`config.mk`:
```
export PLATFORM = sky130hd
export DESIGN_NAME = bcs_ctrl
export DESIGN_NICKNAME = d
export VERILOG_FILES = /design/src/rtl/bcs_pkg.sv /design/src/rtl/bcs_ctrl.sv
export SDC_FILE = /design/constraint.sdc
export NUM_CORES = 1
export LEC_CHECK = 0
export ABC_AREA = 0
export BUFFER_PORTS_ARGS = -buffer_cell sky130_fd_sc_hd__buf_2
export CAP_MARGIN = 10
export CORE_MARGIN = 1
export CORE_UTILIZATION = 24
export DETAILED_ROUTE_END_ITERATION = 10
export PLACE_DENSITY = 0.4
export SYNTH_ARGS = -nofsm -noshare
export SYNTH_HDL_FRONTEND = slang
export SYNTH_SLANG_ARGS = --single-unit
```
`constraint.sdc`:
```
create_clock -name clk -period 3.8 [get_ports clk]
set_input_delay 0.57 -clock clk [delete_from_list [all_inputs] [get_ports clk]]
set_output_delay 0.57 -clock clk [all_outputs]
set_load 0.01 [all_outputs]
```
`src/rtl/bcs_pkg.sv`:
```
// Constants, types and register layout for the bus compatibility and low-power block.
// Assumes a single 40 MHz system clock and an 8-bit processor I/O space.
//
// Behaviour
// - Fetch strobe enable resets to one
// - Enabled: strobe on fetch and acknowledge cycles
// - Enabled: return opcode fetched once, three clocks
// - Disabled: no fetch strobe, return opcode refetched
// - Refetch: gap, strobed first byte, gap, second byte, stack
// - One-shot bit reads one, resets one
// - Writing one-shot zero forces next fetch strobe
// - Forced strobe lapses by itself after once
// - I/O timing bit resets one, alternative timing
// - Idle with release bit grants bus
// - Idle grant ends: clock output stops
// - Idle grant answer eight clocks later
// - Standby wake with flag set: service interrupt
// - Standby interrupt wake, flag clear: resume after sleep
// - Interrupt wake line drops early: stay in standby
// - Standby restart waits 64 or 131072 clocks
// - Standby grant waits 64 or 131072 clocks
`default_nettype none

package bcs_pkg;
  localparam logic [7:0] OMC_ADDR = 8'h3e;
  localparam int OMC_FSE_BIT = 7;
  localparam int OMC_ONESHOT_BIT = 6;
  localparam int OMC_IOC_BIT = 5;
  localparam logic OMC_FSE_RESET = 1'h1;
  localparam logic OMC_IOC_RESET = 1'h1;
  localparam logic [7:0] OPC_FIRST = 8'hed;
  localparam logic [7:0] OPC_SECOND = 8'h4d;
  localparam logic [1:0] REFETCH_GAP_CYC = 2'h3;
  localparam logic [17:0] RUN_BREQ_CYC = 18'h00001;
  localparam logic [17:0] IDLE_EXTRA_CYC = 18'h00008;
  localparam logic [17:0] QUICK_RECOVERY_CYC = 18'h00040;
  localparam int SLOW_RECOVERY_DEFAULT = 131072;

  typedef enum logic [2:0] {
    CY_OPCODE, CY_INTACK, CY_NMIACK, CY_MEMRD, CY_MEMWR, CY_IORD, CY_IOWR
  } bcs_cyc_t;
  typedef enum logic [2:0] {BT_FREE, BT_T1, BT_T2, BT_T3, BT_TI} bcs_tst_t;
  typedef enum logic [2:0] {SQ_NONE, SQ_GAP3, SQ_ED, SQ_GAP1, SQ_4D, SQ_SP0, SQ_SP1} bcs_seq_t;
  typedef enum logic [1:0] {G_OFF, G_WAIT, G_ON} bcs_grant_t;
  typedef enum logic [1:0] {P_RUN, P_IDLE, P_STBY, P_WAKE} bcs_pwr_t;
endpackage

`default_nettype wire

```
`src/rtl/bcs_ctrl.sv`:
```
// Bus cycle strobes, return-opcode refetch, mode register and low-power exit/bus grant.
// Assumes the core issues one bus cycle at a time and waits on cyc_ready.
`default_nettype none

module bcs_ctrl
  import bcs_pkg::*;
#(
  parameter int SLOW_RECOVERY_CYC = SLOW_RECOVERY_DEFAULT
) (
  input wire logic clk,
  input wire logic nrst,
  input wire logic io_wr,
  input wire logic io_rd,
  input wire logic [7:0] io_addr,
  input wire logic [7:0] io_wdata,
  output logic [7:0] io_rdata,
  input wire logic cyc_start,
  input wire bcs_cyc_t cyc_type,
  input wire logic [19:0] cyc_addr,
  input wire logic [7:0] cyc_wdata,
  input wire logic [19:0] stack_pointer,
  output logic cyc_ready,
  output logic cyc_done,
  output logic [7:0] cyc_rdata,
  output logic [19:0] addr_out,
  output logic [7:0] data_out,
  output logic data_oe,
  input wire logic [7:0] data_in,
  output logic bus_oe,
  output logic memory_request_strobe_n,
  output logic io_request_strobe_n,
  output logic read_strobe_n,
  output logic write_strobe_n,
  output logic fetch_cycle_strobe_n,
  output logic status_line,
  input wire logic sleep_req,
  input wire logic sleep_standby,
  input wire logic low_power_bus_release_bit,
  input wire logic quick_recovery_select,
  input wire logic interrupt_enable_flag,
  input wire logic [2:0] ext_int_enable,
  input wire logic nmi_n,
  input wire logic [2:0] ext_int_n,
  input wire logic bus_request_n,
  output logic bus_ack_n,
  output logic system_clock_output_en,
  output logic wake_service,
  output logic wake_resume
);
  logic fetch_strobe_enable;
  logic io_timing_compat;
  logic force_pend;
  logic [12:0] sync1;
  logic [12:0] sync2;
  bcs_tst_t tst;
  bcs_seq_t seq;
  bcs_cyc_t ctype;
  logic cur_m1;
  logic cur_st_low;
  logic [1:0] idle_cnt;
  logic prev_ed;
  logic [19:0] ed_addr;
  logic [19:0] sp_lat;
  bcs_grant_t gst;
  logic [17:0] gcnt;
  bcs_pwr_t pmode;
  logic [17:0] wcnt;
  logic wnmi;
  logic nmi_low;
  logic breq;
  logic int_pending;
  logic [7:0] din;
  logic core_start;
  logic omc_wr;
  logic bus_quiet;
  logic incyc;
  logic is_mem;
  logic is_read;
  logic io_act;
  logic return_from_interrupt_seen;
  logic [17:0] grant_target;

  function automatic logic [17:0] recovery_cycles(input logic quick);
    return quick ? QUICK_RECOVERY_CYC : SLOW_RECOVERY_CYC[17:0];
  endfunction

  // Pin inputs: two stages before use
  always_ff @(posedge clk or negedge nrst) begin
    if (!nrst) begin
      sync1 <= 13'h1fff;
      sync2 <= 13'h1fff;
    end else begin
      sync1 <= {bus_request_n, nmi_n, ext_int_n, data_in};
      sync2 <= sync1;
    end
  end

  assign din = sync2[7:0];
  assign int_pending = |(~sync2[10:8] & ext_int_enable);
  assign nmi_low = !sync2[11];
  assign breq = !sync2[12];

  assign omc_wr = io_wr && (io_addr == OMC_ADDR);
  assign bus_quiet = (tst == BT_FREE) && (seq == SQ_NONE);
  assign cyc_ready = bus_quiet && (pmode == P_RUN) && (gst == G_OFF) && !breq;
  assign core_start = cyc_start && cyc_ready;

  // Mode register
  always_ff @(posedge clk or negedge nrst) begin
    if (!nrst) begin
      fetch_strobe_enable <= OMC_FSE_RESET;
      io_timing_compat <= OMC_IOC_RESET;
    end else if (omc_wr) begin
      fetch_strobe_enable <= io_wdata[OMC_FSE_BIT];
      io_timing_compat <= io_wdata[OMC_IOC_BIT];
    end
  end

  // One-shot request; a new write wins over the lapse
  always_ff @(posedge clk or negedge nrst) begin
    if (!nrst) begin
      force_pend <= 1'b0;
    end else if (omc_wr && !io_wdata[OMC_ONESHOT_BIT]) begin
      force_pend <= 1'b1;
    end else if (core_start && cyc_type == CY_OPCODE) begin
      force_pend <= 1'b0;
    end
  end

  always_ff @(posedge clk or negedge nrst) begin
    if (!nrst) begin
      io_rdata <= 8'h00;
    end else if (io_rd && io_addr == OMC_ADDR) begin
      io_rdata <= 8'h00;
      io_rdata[OMC_FSE_BIT] <= fetch_strobe_enable;
      io_rdata[OMC_ONESHOT_BIT] <= 1'b1;
      io_rdata[OMC_IOC_BIT] <= io_timing_compat;
    end
  end

  assign return_from_interrupt_seen = (ctype == CY_OPCODE) && (seq == SQ_NONE) && prev_ed && (din == OPC_SECOND);

  // Bus cycle engine and return-opcode refetch sequence
  always_ff @(posedge clk or negedge nrst) begin
    if (!nrst) begin
      tst <= BT_FREE;
      seq <= SQ_NONE;
      ctype <= CY_MEMRD;
      cur_m1 <= 1'b0;
      cur_st_low <= 1'b0;
      idle_cnt <= 2'h0;
      prev_ed <= 1'b0;
      ed_addr <= 20'h00000;
      sp_lat <= 20'h00000;
      addr_out <= 20'h00000;
      data_out <= 8'h00;
      cyc_done <= 1'b0;
      cyc_rdata <= 8'h00;
    end else begin
      cyc_done <= 1'b0;
      unique case (tst)
        BT_FREE: begin
          if (core_start) begin
            tst <= BT_T1;
            ctype <= cyc_type;
            addr_out <= cyc_addr;
            data_out <= cyc_wdata;
            cur_m1 <= (cyc_type inside {CY_OPCODE, CY_INTACK, CY_NMIACK})
                      && (fetch_strobe_enable || force_pend);
            cur_st_low <= (cyc_type == CY_OPCODE);
            sp_lat <= stack_pointer;
          end
        end
        BT_T1: tst <= BT_T2;
        BT_T2: tst <= BT_T3;
        BT_T3: begin
          cyc_done <= 1'b1;
          cyc_rdata <= din;
          tst <= BT_FREE;
          if (ctype == CY_OPCODE && seq == SQ_NONE) begin
            prev_ed <= (din == OPC_FIRST);
            if (din == OPC_FIRST) begin
              ed_addr <= addr_out;
            end
          end
          if (return_from_interrupt_seen && !fetch_strobe_enable) begin
            seq <= SQ_GAP3;
            tst <= BT_TI;
            idle_cnt <= REFETCH_GAP_CYC - 2'h1;
            prev_ed <= 1'b0;
          end else begin
            unique case (seq)
              SQ_ED: begin
                seq <= SQ_GAP1;
                tst <= BT_TI;
                idle_cnt <= 2'h0;
              end
              SQ_4D: begin
                seq <= SQ_SP0;
                tst <= BT_T1;
                ctype <= CY_MEMRD;
                addr_out <= sp_lat;
                cur_m1 <= 1'b0;
              end
              SQ_SP0: begin
                seq <= SQ_SP1;
                tst <= BT_T1;
                addr_out <= sp_lat + 20'h00001;
              end
              SQ_SP1: seq <= SQ_NONE;
              default: ;
            endcase
          end
        end
        BT_TI: begin
          if (idle_cnt != 2'h0) begin
            idle_cnt <= idle_cnt - 2'h1;
          end else begin
            tst <= BT_T1;
            ctype <= CY_OPCODE;
            cur_st_low <= 1'b0;
            if (seq == SQ_GAP3) begin
              seq <= SQ_ED;
              addr_out <= ed_addr;
              cur_m1 <= 1'b1;
            end else begin
              seq <= SQ_4D;
              addr_out <= ed_addr + 20'h00001;
              cur_m1 <= 1'b0;
            end
          end
        end
        default: tst <= BT_FREE;
      endcase
    end
  end

  // Strobe decode; three clocks per cycle, no refetch when enabled
  assign incyc = tst inside {BT_T1, BT_T2, BT_T3};
  assign is_mem = ctype inside {CY_OPCODE, CY_NMIACK, CY_MEMRD, CY_MEMWR};
  assign is_read = ctype inside {CY_OPCODE, CY_NMIACK, CY_MEMRD};
  assign io_act = incyc && (ctype inside {CY_IORD, CY_IOWR})
                  && (io_timing_compat || tst != BT_T1);
  assign memory_request_strobe_n = !(incyc && is_mem);
  assign io_request_strobe_n = !(io_act || (incyc && ctype == CY_INTACK && tst != BT_T1));
  assign read_strobe_n = !((incyc && is_read) || (io_act && ctype == CY_IORD));
  assign write_strobe_n = !(tst == BT_T2 && (ctype inside {CY_MEMWR, CY_IOWR}));
  assign fetch_cycle_strobe_n = !(incyc && cur_m1);
  assign status_line = !(incyc && cur_st_low);
  assign data_oe = (tst inside {BT_T2, BT_T3}) && (ctype inside {CY_MEMWR, CY_IOWR});
  assign bus_oe = (gst != G_ON);
  assign bus_ack_n = (gst != G_ON);

  always_comb begin
    grant_target = RUN_BREQ_CYC;
    if (pmode == P_IDLE) begin
      grant_target = RUN_BREQ_CYC + IDLE_EXTRA_CYC;
    end else if (pmode != P_RUN) begin
      grant_target = recovery_cycles(quick_recovery_select);
    end
  end

  // Bus grant to an external master
  always_ff @(posedge clk or negedge nrst) begin
    if (!nrst) begin
      gst <= G_OFF;
      gcnt <= 18'h00000;
    end else begin
      unique case (gst)
        G_OFF: begin
          gcnt <= 18'h00000;
          if (breq && ((pmode == P_RUN && bus_quiet)
              || (pmode != P_RUN && low_power_bus_release_bit))) begin
            gst <= G_WAIT;
          end
        end
        G_WAIT: begin
          if (!breq) begin
            gst <= G_OFF;
          end else if (gcnt >= grant_target - 18'h00001) begin
            gst <= G_ON;
          end else begin
            gcnt <= gcnt + 18'h00001;
          end
        end
        G_ON: begin
          if (!breq) begin
            gst <= G_OFF;
          end
        end
        default: gst <= G_OFF;
      endcase
    end
  end

  // Sleep modes and wake-up
  always_ff @(posedge clk or negedge nrst) begin
    if (!nrst) begin
      pmode <= P_RUN;
      wcnt <= 18'h00000;
      wnmi <= 1'b0;
      wake_service <= 1'b0;
      wake_resume <= 1'b0;
    end else begin
      wake_service <= 1'b0;
      wake_resume <= 1'b0;
      unique case (pmode)
        P_RUN: begin
          if (sleep_req && bus_quiet && gst == G_OFF) begin
            pmode <= sleep_standby ? P_STBY : P_IDLE;
          end
        end
        P_IDLE: begin
          if (gst == G_OFF && (nmi_low || int_pending)) begin
            pmode <= P_RUN;
            wake_service <= nmi_low || interrupt_enable_flag;
            wake_resume <= !(nmi_low || interrupt_enable_flag);
          end
        end
        P_STBY: begin
          wcnt <= 18'h00000;
          if (gst == G_OFF && (nmi_low || int_pending)) begin
            pmode <= P_WAKE;
            wnmi <= nmi_low;
          end
        end
        P_WAKE: begin
          if (!wnmi && !int_pending) begin
            pmode <= P_STBY;
          end else if (wcnt >= recovery_cycles(quick_recovery_select) - 18'h00001) begin
            pmode <= P_RUN;
            wake_service <= wnmi || interrupt_enable_flag;
            wake_resume <= !(wnmi || interrupt_enable_flag);
          end else begin
            wcnt <= wcnt + 18'h00001;
          end
        end
        default: pmode <= P_RUN;
      endcase
    end
  end

  // Clock output stops in low-power modes unless the bus is being granted
  always_ff @(posedge clk or negedge nrst) begin
    if (!nrst) begin
      system_clock_output_en <= 1'b1;
    end else begin
      system_clock_output_en <= (pmode == P_RUN) || (gst != G_OFF);
    end
  end
endmodule

`default_nettype wire

```
==> out/qor.log <==
[die] Cell Rows 69
[timing] RSZ-0062 raised after global routing false
[yosys] mapped cell area 8682 um2
[final_layout] synthesis-to-finish area growth 21.27%
[timing] slew at the pin with the worst max-slew slack 1.111 ns
[clocking] TritonCTS clock tree done
[power] cell-internal power 3.676 mW
[detailed_routing] First DRT Iteration DRCs 279
[detailed_routing] number of routed nets with antenna violations 0
[yosys] combinational family with the most area after synthesis simple AND/OR/NAND/NOR gates
[detailed_routing] routed len/inst 16.22 um
[grt] initial antenna violation count 0
[grt] total routing resource utilization after global routing 13.63%
[setup_path] Worst setup EP type flip-flop
[die] total I/O pin count 151
[detailed_routing] via count 6800
[grt] via count of the first global-routing pass 6932
[die] die outline area 36940 um2
[placed_design] placer congestion estimate 0.7369
[clocking] source-to-sink clock delay at the later pin of the worst-skew pair 0.45 ns
[yosys] share of the synthesized area in compound gates (AO/OA/AOI/OAI) 12.94%
[yosys] count of cell types in the netlist 75
[power] pwr dens 542.8 nW/um2
[clocking] clock-pin slew on the worst setup and hold paths 0.08 ns
[detailed_routing] Routed WL 23.83 mm
[grt] total congestion overflow 0
[yosys] area share of and/or/nand/nor cells after synthesis 17.93%
[timing] worst hold slack 0.08000 ns
[clocking] number of clock buffers inserted by TritonCTS 17
[timing] summed negative setup slack over all endpoints 0 ns
[detailed_routing] DRT Pass-1 Iters 4
[timing] Slew headroom 25.64%
[clocking] clock buffer depth 2
[die] Chip Width 192.2 um
[detailed_routing] Via density 4.629
[placed_design] total instance count after detailed placement 1437
[placed_design] number of I/O port buffers 140
[power] largest vdd supply drop 0.3724 mV
[timing] worst setup skew after layout 0.01321 ns
[placed_design] placed wire-length estimate after detailed placement 17.02 mm
[power] switching power of the nets 2.039 mW
[clocking] CTS Root Buffer Type sky130_fd_sc_hd__clkbuf_16
[timing] Final Max Tran Viols 0
[final_layout] n_diodes 0
[yosys] number of synthesized register bits 167
[yosys] asr flop ratio synth 100.0%
[yosys] EDFF count, synth 0
[final_layout] area taken by multi-input logic gates 4174 um2
[worst_hold_path] kind of path behind the tightest hold check in -> async
[setup_path] critical path class reg -> reg
[yosys] proportion of synthesized chip area in sequential cells 48.58%
[setup_path] endpoint arrival time on the critical path 3.21 ns
[timing] number of setup violations in the final report 0
[grt] global-route wire length before repair 38.74 mm
[yosys] Cells after Synth 858
[setup_path] maximum net fanout on the critical path 33
[yosys] Most used DFF post-synth sky130_fd_sc_hd__dfrtp_1
[timing] minimum clock period 2.887 ns
[final_layout] layout cells sized above 1 28.67%
[grt] maximum number of pins on one net before global-route repair 75
[final_layout] number of nets at the end of the flow 1122
[timing] maximum frequency from static timing analysis 346.3 MHz
[setup_path] crit start category flip-flop
[timing] count of endpoints failing hold in the final timing report 0
[run_status] result of the run completed
[final_layout] register area 4218 um2
[clocking] number of gates given a new drive strength after cts 0
[yosys] proportion of synthesized area in mux cells 7.681%
[run] max-cap check violation count 0
[power] part of the total power dissipated in the clock network 30.5%
[clocking] post-CTS setup buffer count 0
[setup_path] Worst EP required 4.12 ns
[clocking] number of sinks driven by the clock tree 167
[final_layout] Post-Layout Cell Count 1469
[power] Flop pwr share 42.6%
[timing] part of the cycle the worst path needs 75.98%
[yosys] share of the synthesized netlist area taken by xor and xnor gates 4.338%
[setup_path] reg-to-reg setup timing slack 0.91 ns
[die] Placeable Area 35570 um2
[detailed_routing] remaining design rule violation count 0
[yosys] synthesized-area fraction occupied by adder cells 4.900%
[power] switching share of power 35.68%
[power] combinational share of power 26.9%
[die] chip height 192.2 um
[clocking] hold buffer count at CTS 0
[final_layout] number of fill cells in the layout 3759
[power] Leak 4.673 nW
[power] Final Power 5.715 mW
[yosys] mean area per synthesized cell 10.12 um2
[yosys] Yosys warning count 0
[setup_path] cell depth of the worst flop-to-flop path 7
[setup_path] source of the worst register-to-register timing path gst[1]
[setup_path] endpoint of the most critical register-to-register path cur_m1
[die] starting utilization of the core area 24.41%
[clocking] H-tree Lvls 4
registers in the layout, summed over array words and instances (netlist names), 3 cells and up:
name and cells:
addr_out 20, ctype 3, cyc_rdata 8, data_out 8, ed_addr 20, gcnt 18, io_rdata 3, seq 3
sp_lat 20, sync1 13, sync2 13, tst 3, wcnt 18
cell usage after synthesis, types with 18 or more instances:
cell	n	area share, %
sky130_fd_sc_hd__dfrtp_1	136	39
sky130_fd_sc_hd__nand2_1	99	4.3
sky130_fd_sc_hd__a21oi_1	60	3.5
sky130_fd_sc_hd__mux2_2	52	6.7
sky130_fd_sc_hd__nor2_1	51	2.2
sky130_fd_sc_hd__ha_1	34	4.9
sky130_fd_sc_hd__xnor2_1	33	3.3
sky130_fd_sc_hd__clkbuf_1	31	1.3
sky130_fd_sc_hd__dfstp_2	31	9.4
sky130_fd_sc_hd__nand3_1	31	1.8
sky130_fd_sc_hd__inv_1	28	1.2
sky130_fd_sc_hd__o21ai_0	22	1.3
sky130_fd_sc_hd__nand4_1	20	1.4
sky130_fd_sc_hd__a31oi_1	18	1.3
layout by cell type, fill, tap and decap left out, drive strengths merged, types with 25 or more instances in the layout:
master  count
nand2      99
buf       160
ha         34
nor2       51
dfstp      31
dfrtp     136
mux2       53
a21oi      60
o21ai      25
nand3      32
xnor2      33
inv        35
power by group through the flow:
stage          logic, mW  clock network (mW)  registers (mW)
2_1_floorplan      0.894                   0            2.46
3_5_place_dp        1.57                   0            2.48
4_1_cts             1.58                1.83            2.44
6_report            1.54                1.74            2.44
3_3_place_gp        1.55                   0            2.47
5_1_grt             1.74                1.90            2.50
final cells by class:
cell class / instances / area share (%)
tap: 461 / 5.478
sequential: 167 / 40.06
timing repair buffer: 160 / 8.378
clock buffer: 19 / 4.112
multi-input combinational: 620 / 39.64
clock inverter: 13 / 1.295
inverter: 29 / 1.034
layer usage:
metal,vias to the layer above,wire length (um),track usage [%],part of all wire (%)
met3,14,913,3.143,3.8
met4,0,246,4.149,1.0
met5,-,0,0,0
met1,3283,11330,18.17,48
met2,115,11340,21.78,48
li1,3388,-,-,-
worst max-delay path by stage:
stage / startpoint / end / slack (ns) / cells after the start
global placement: quick_recovery_select / gcnt[10] / 0.53 / 10
floorplan: quick_recovery_select / gcnt[10] / 0.80 / 10
detailed placement: quick_recovery_select / gcnt[10] / 0.47 / 10
global route: gst[1] / addr_out[11] / 0.71 / 8
finish: gst[1] / cur_m1 / 0.91 / 7
CTS: gst[1] / cur_m1 / 0.84 / 7
kinds of logic (layout without fill, tap and decap cells):
| logic type | after synthesis | after routing |
|---|---|---|
| other cells | 2 | 6 |
| buf+inv | 75 | 221 |
| compound gates | 172 | 172 |
| fa+ha+maj | 34 | 34 |
| xor+xnor | 43 | 43 |
| mux | 60 | 60 |
| flops | 167 | 167 |
| simple gates | 305 | 305 |
stage by stage:
step	cell area [um2]	worst slack (ns)	util [%]
2_1_floorplan	8697	0.7980	-
3_3_place_gp	9960	0.5274	28.00
3_5_place_dp	9960	0.4708	28.00
4_1_cts	10530	0.8377	29.60
5_1_grt	10530	0.7119	29.60
6_report	10530	0.9127	29.60
critical path, stage by stage (launching register included):
cell and delay [ns]:
sky130_fd_sc_hd__dfrtp_1 0.50, sky130_fd_sc_hd__or2_2 0.42, sky130_fd_sc_hd__nor4b_2 0.53, sky130_fd_sc_hd__nand4_1 0.16, sky130_fd_sc_hd__buf_4 0.28, sky130_fd_sc_hd__a21boi_1 0.22, sky130_fd_sc_hd__o21ai_2 0.29, sky130_fd_sc_hd__mux2_1 0.36
Note: power is estimated with default switching activity, not from simulation.
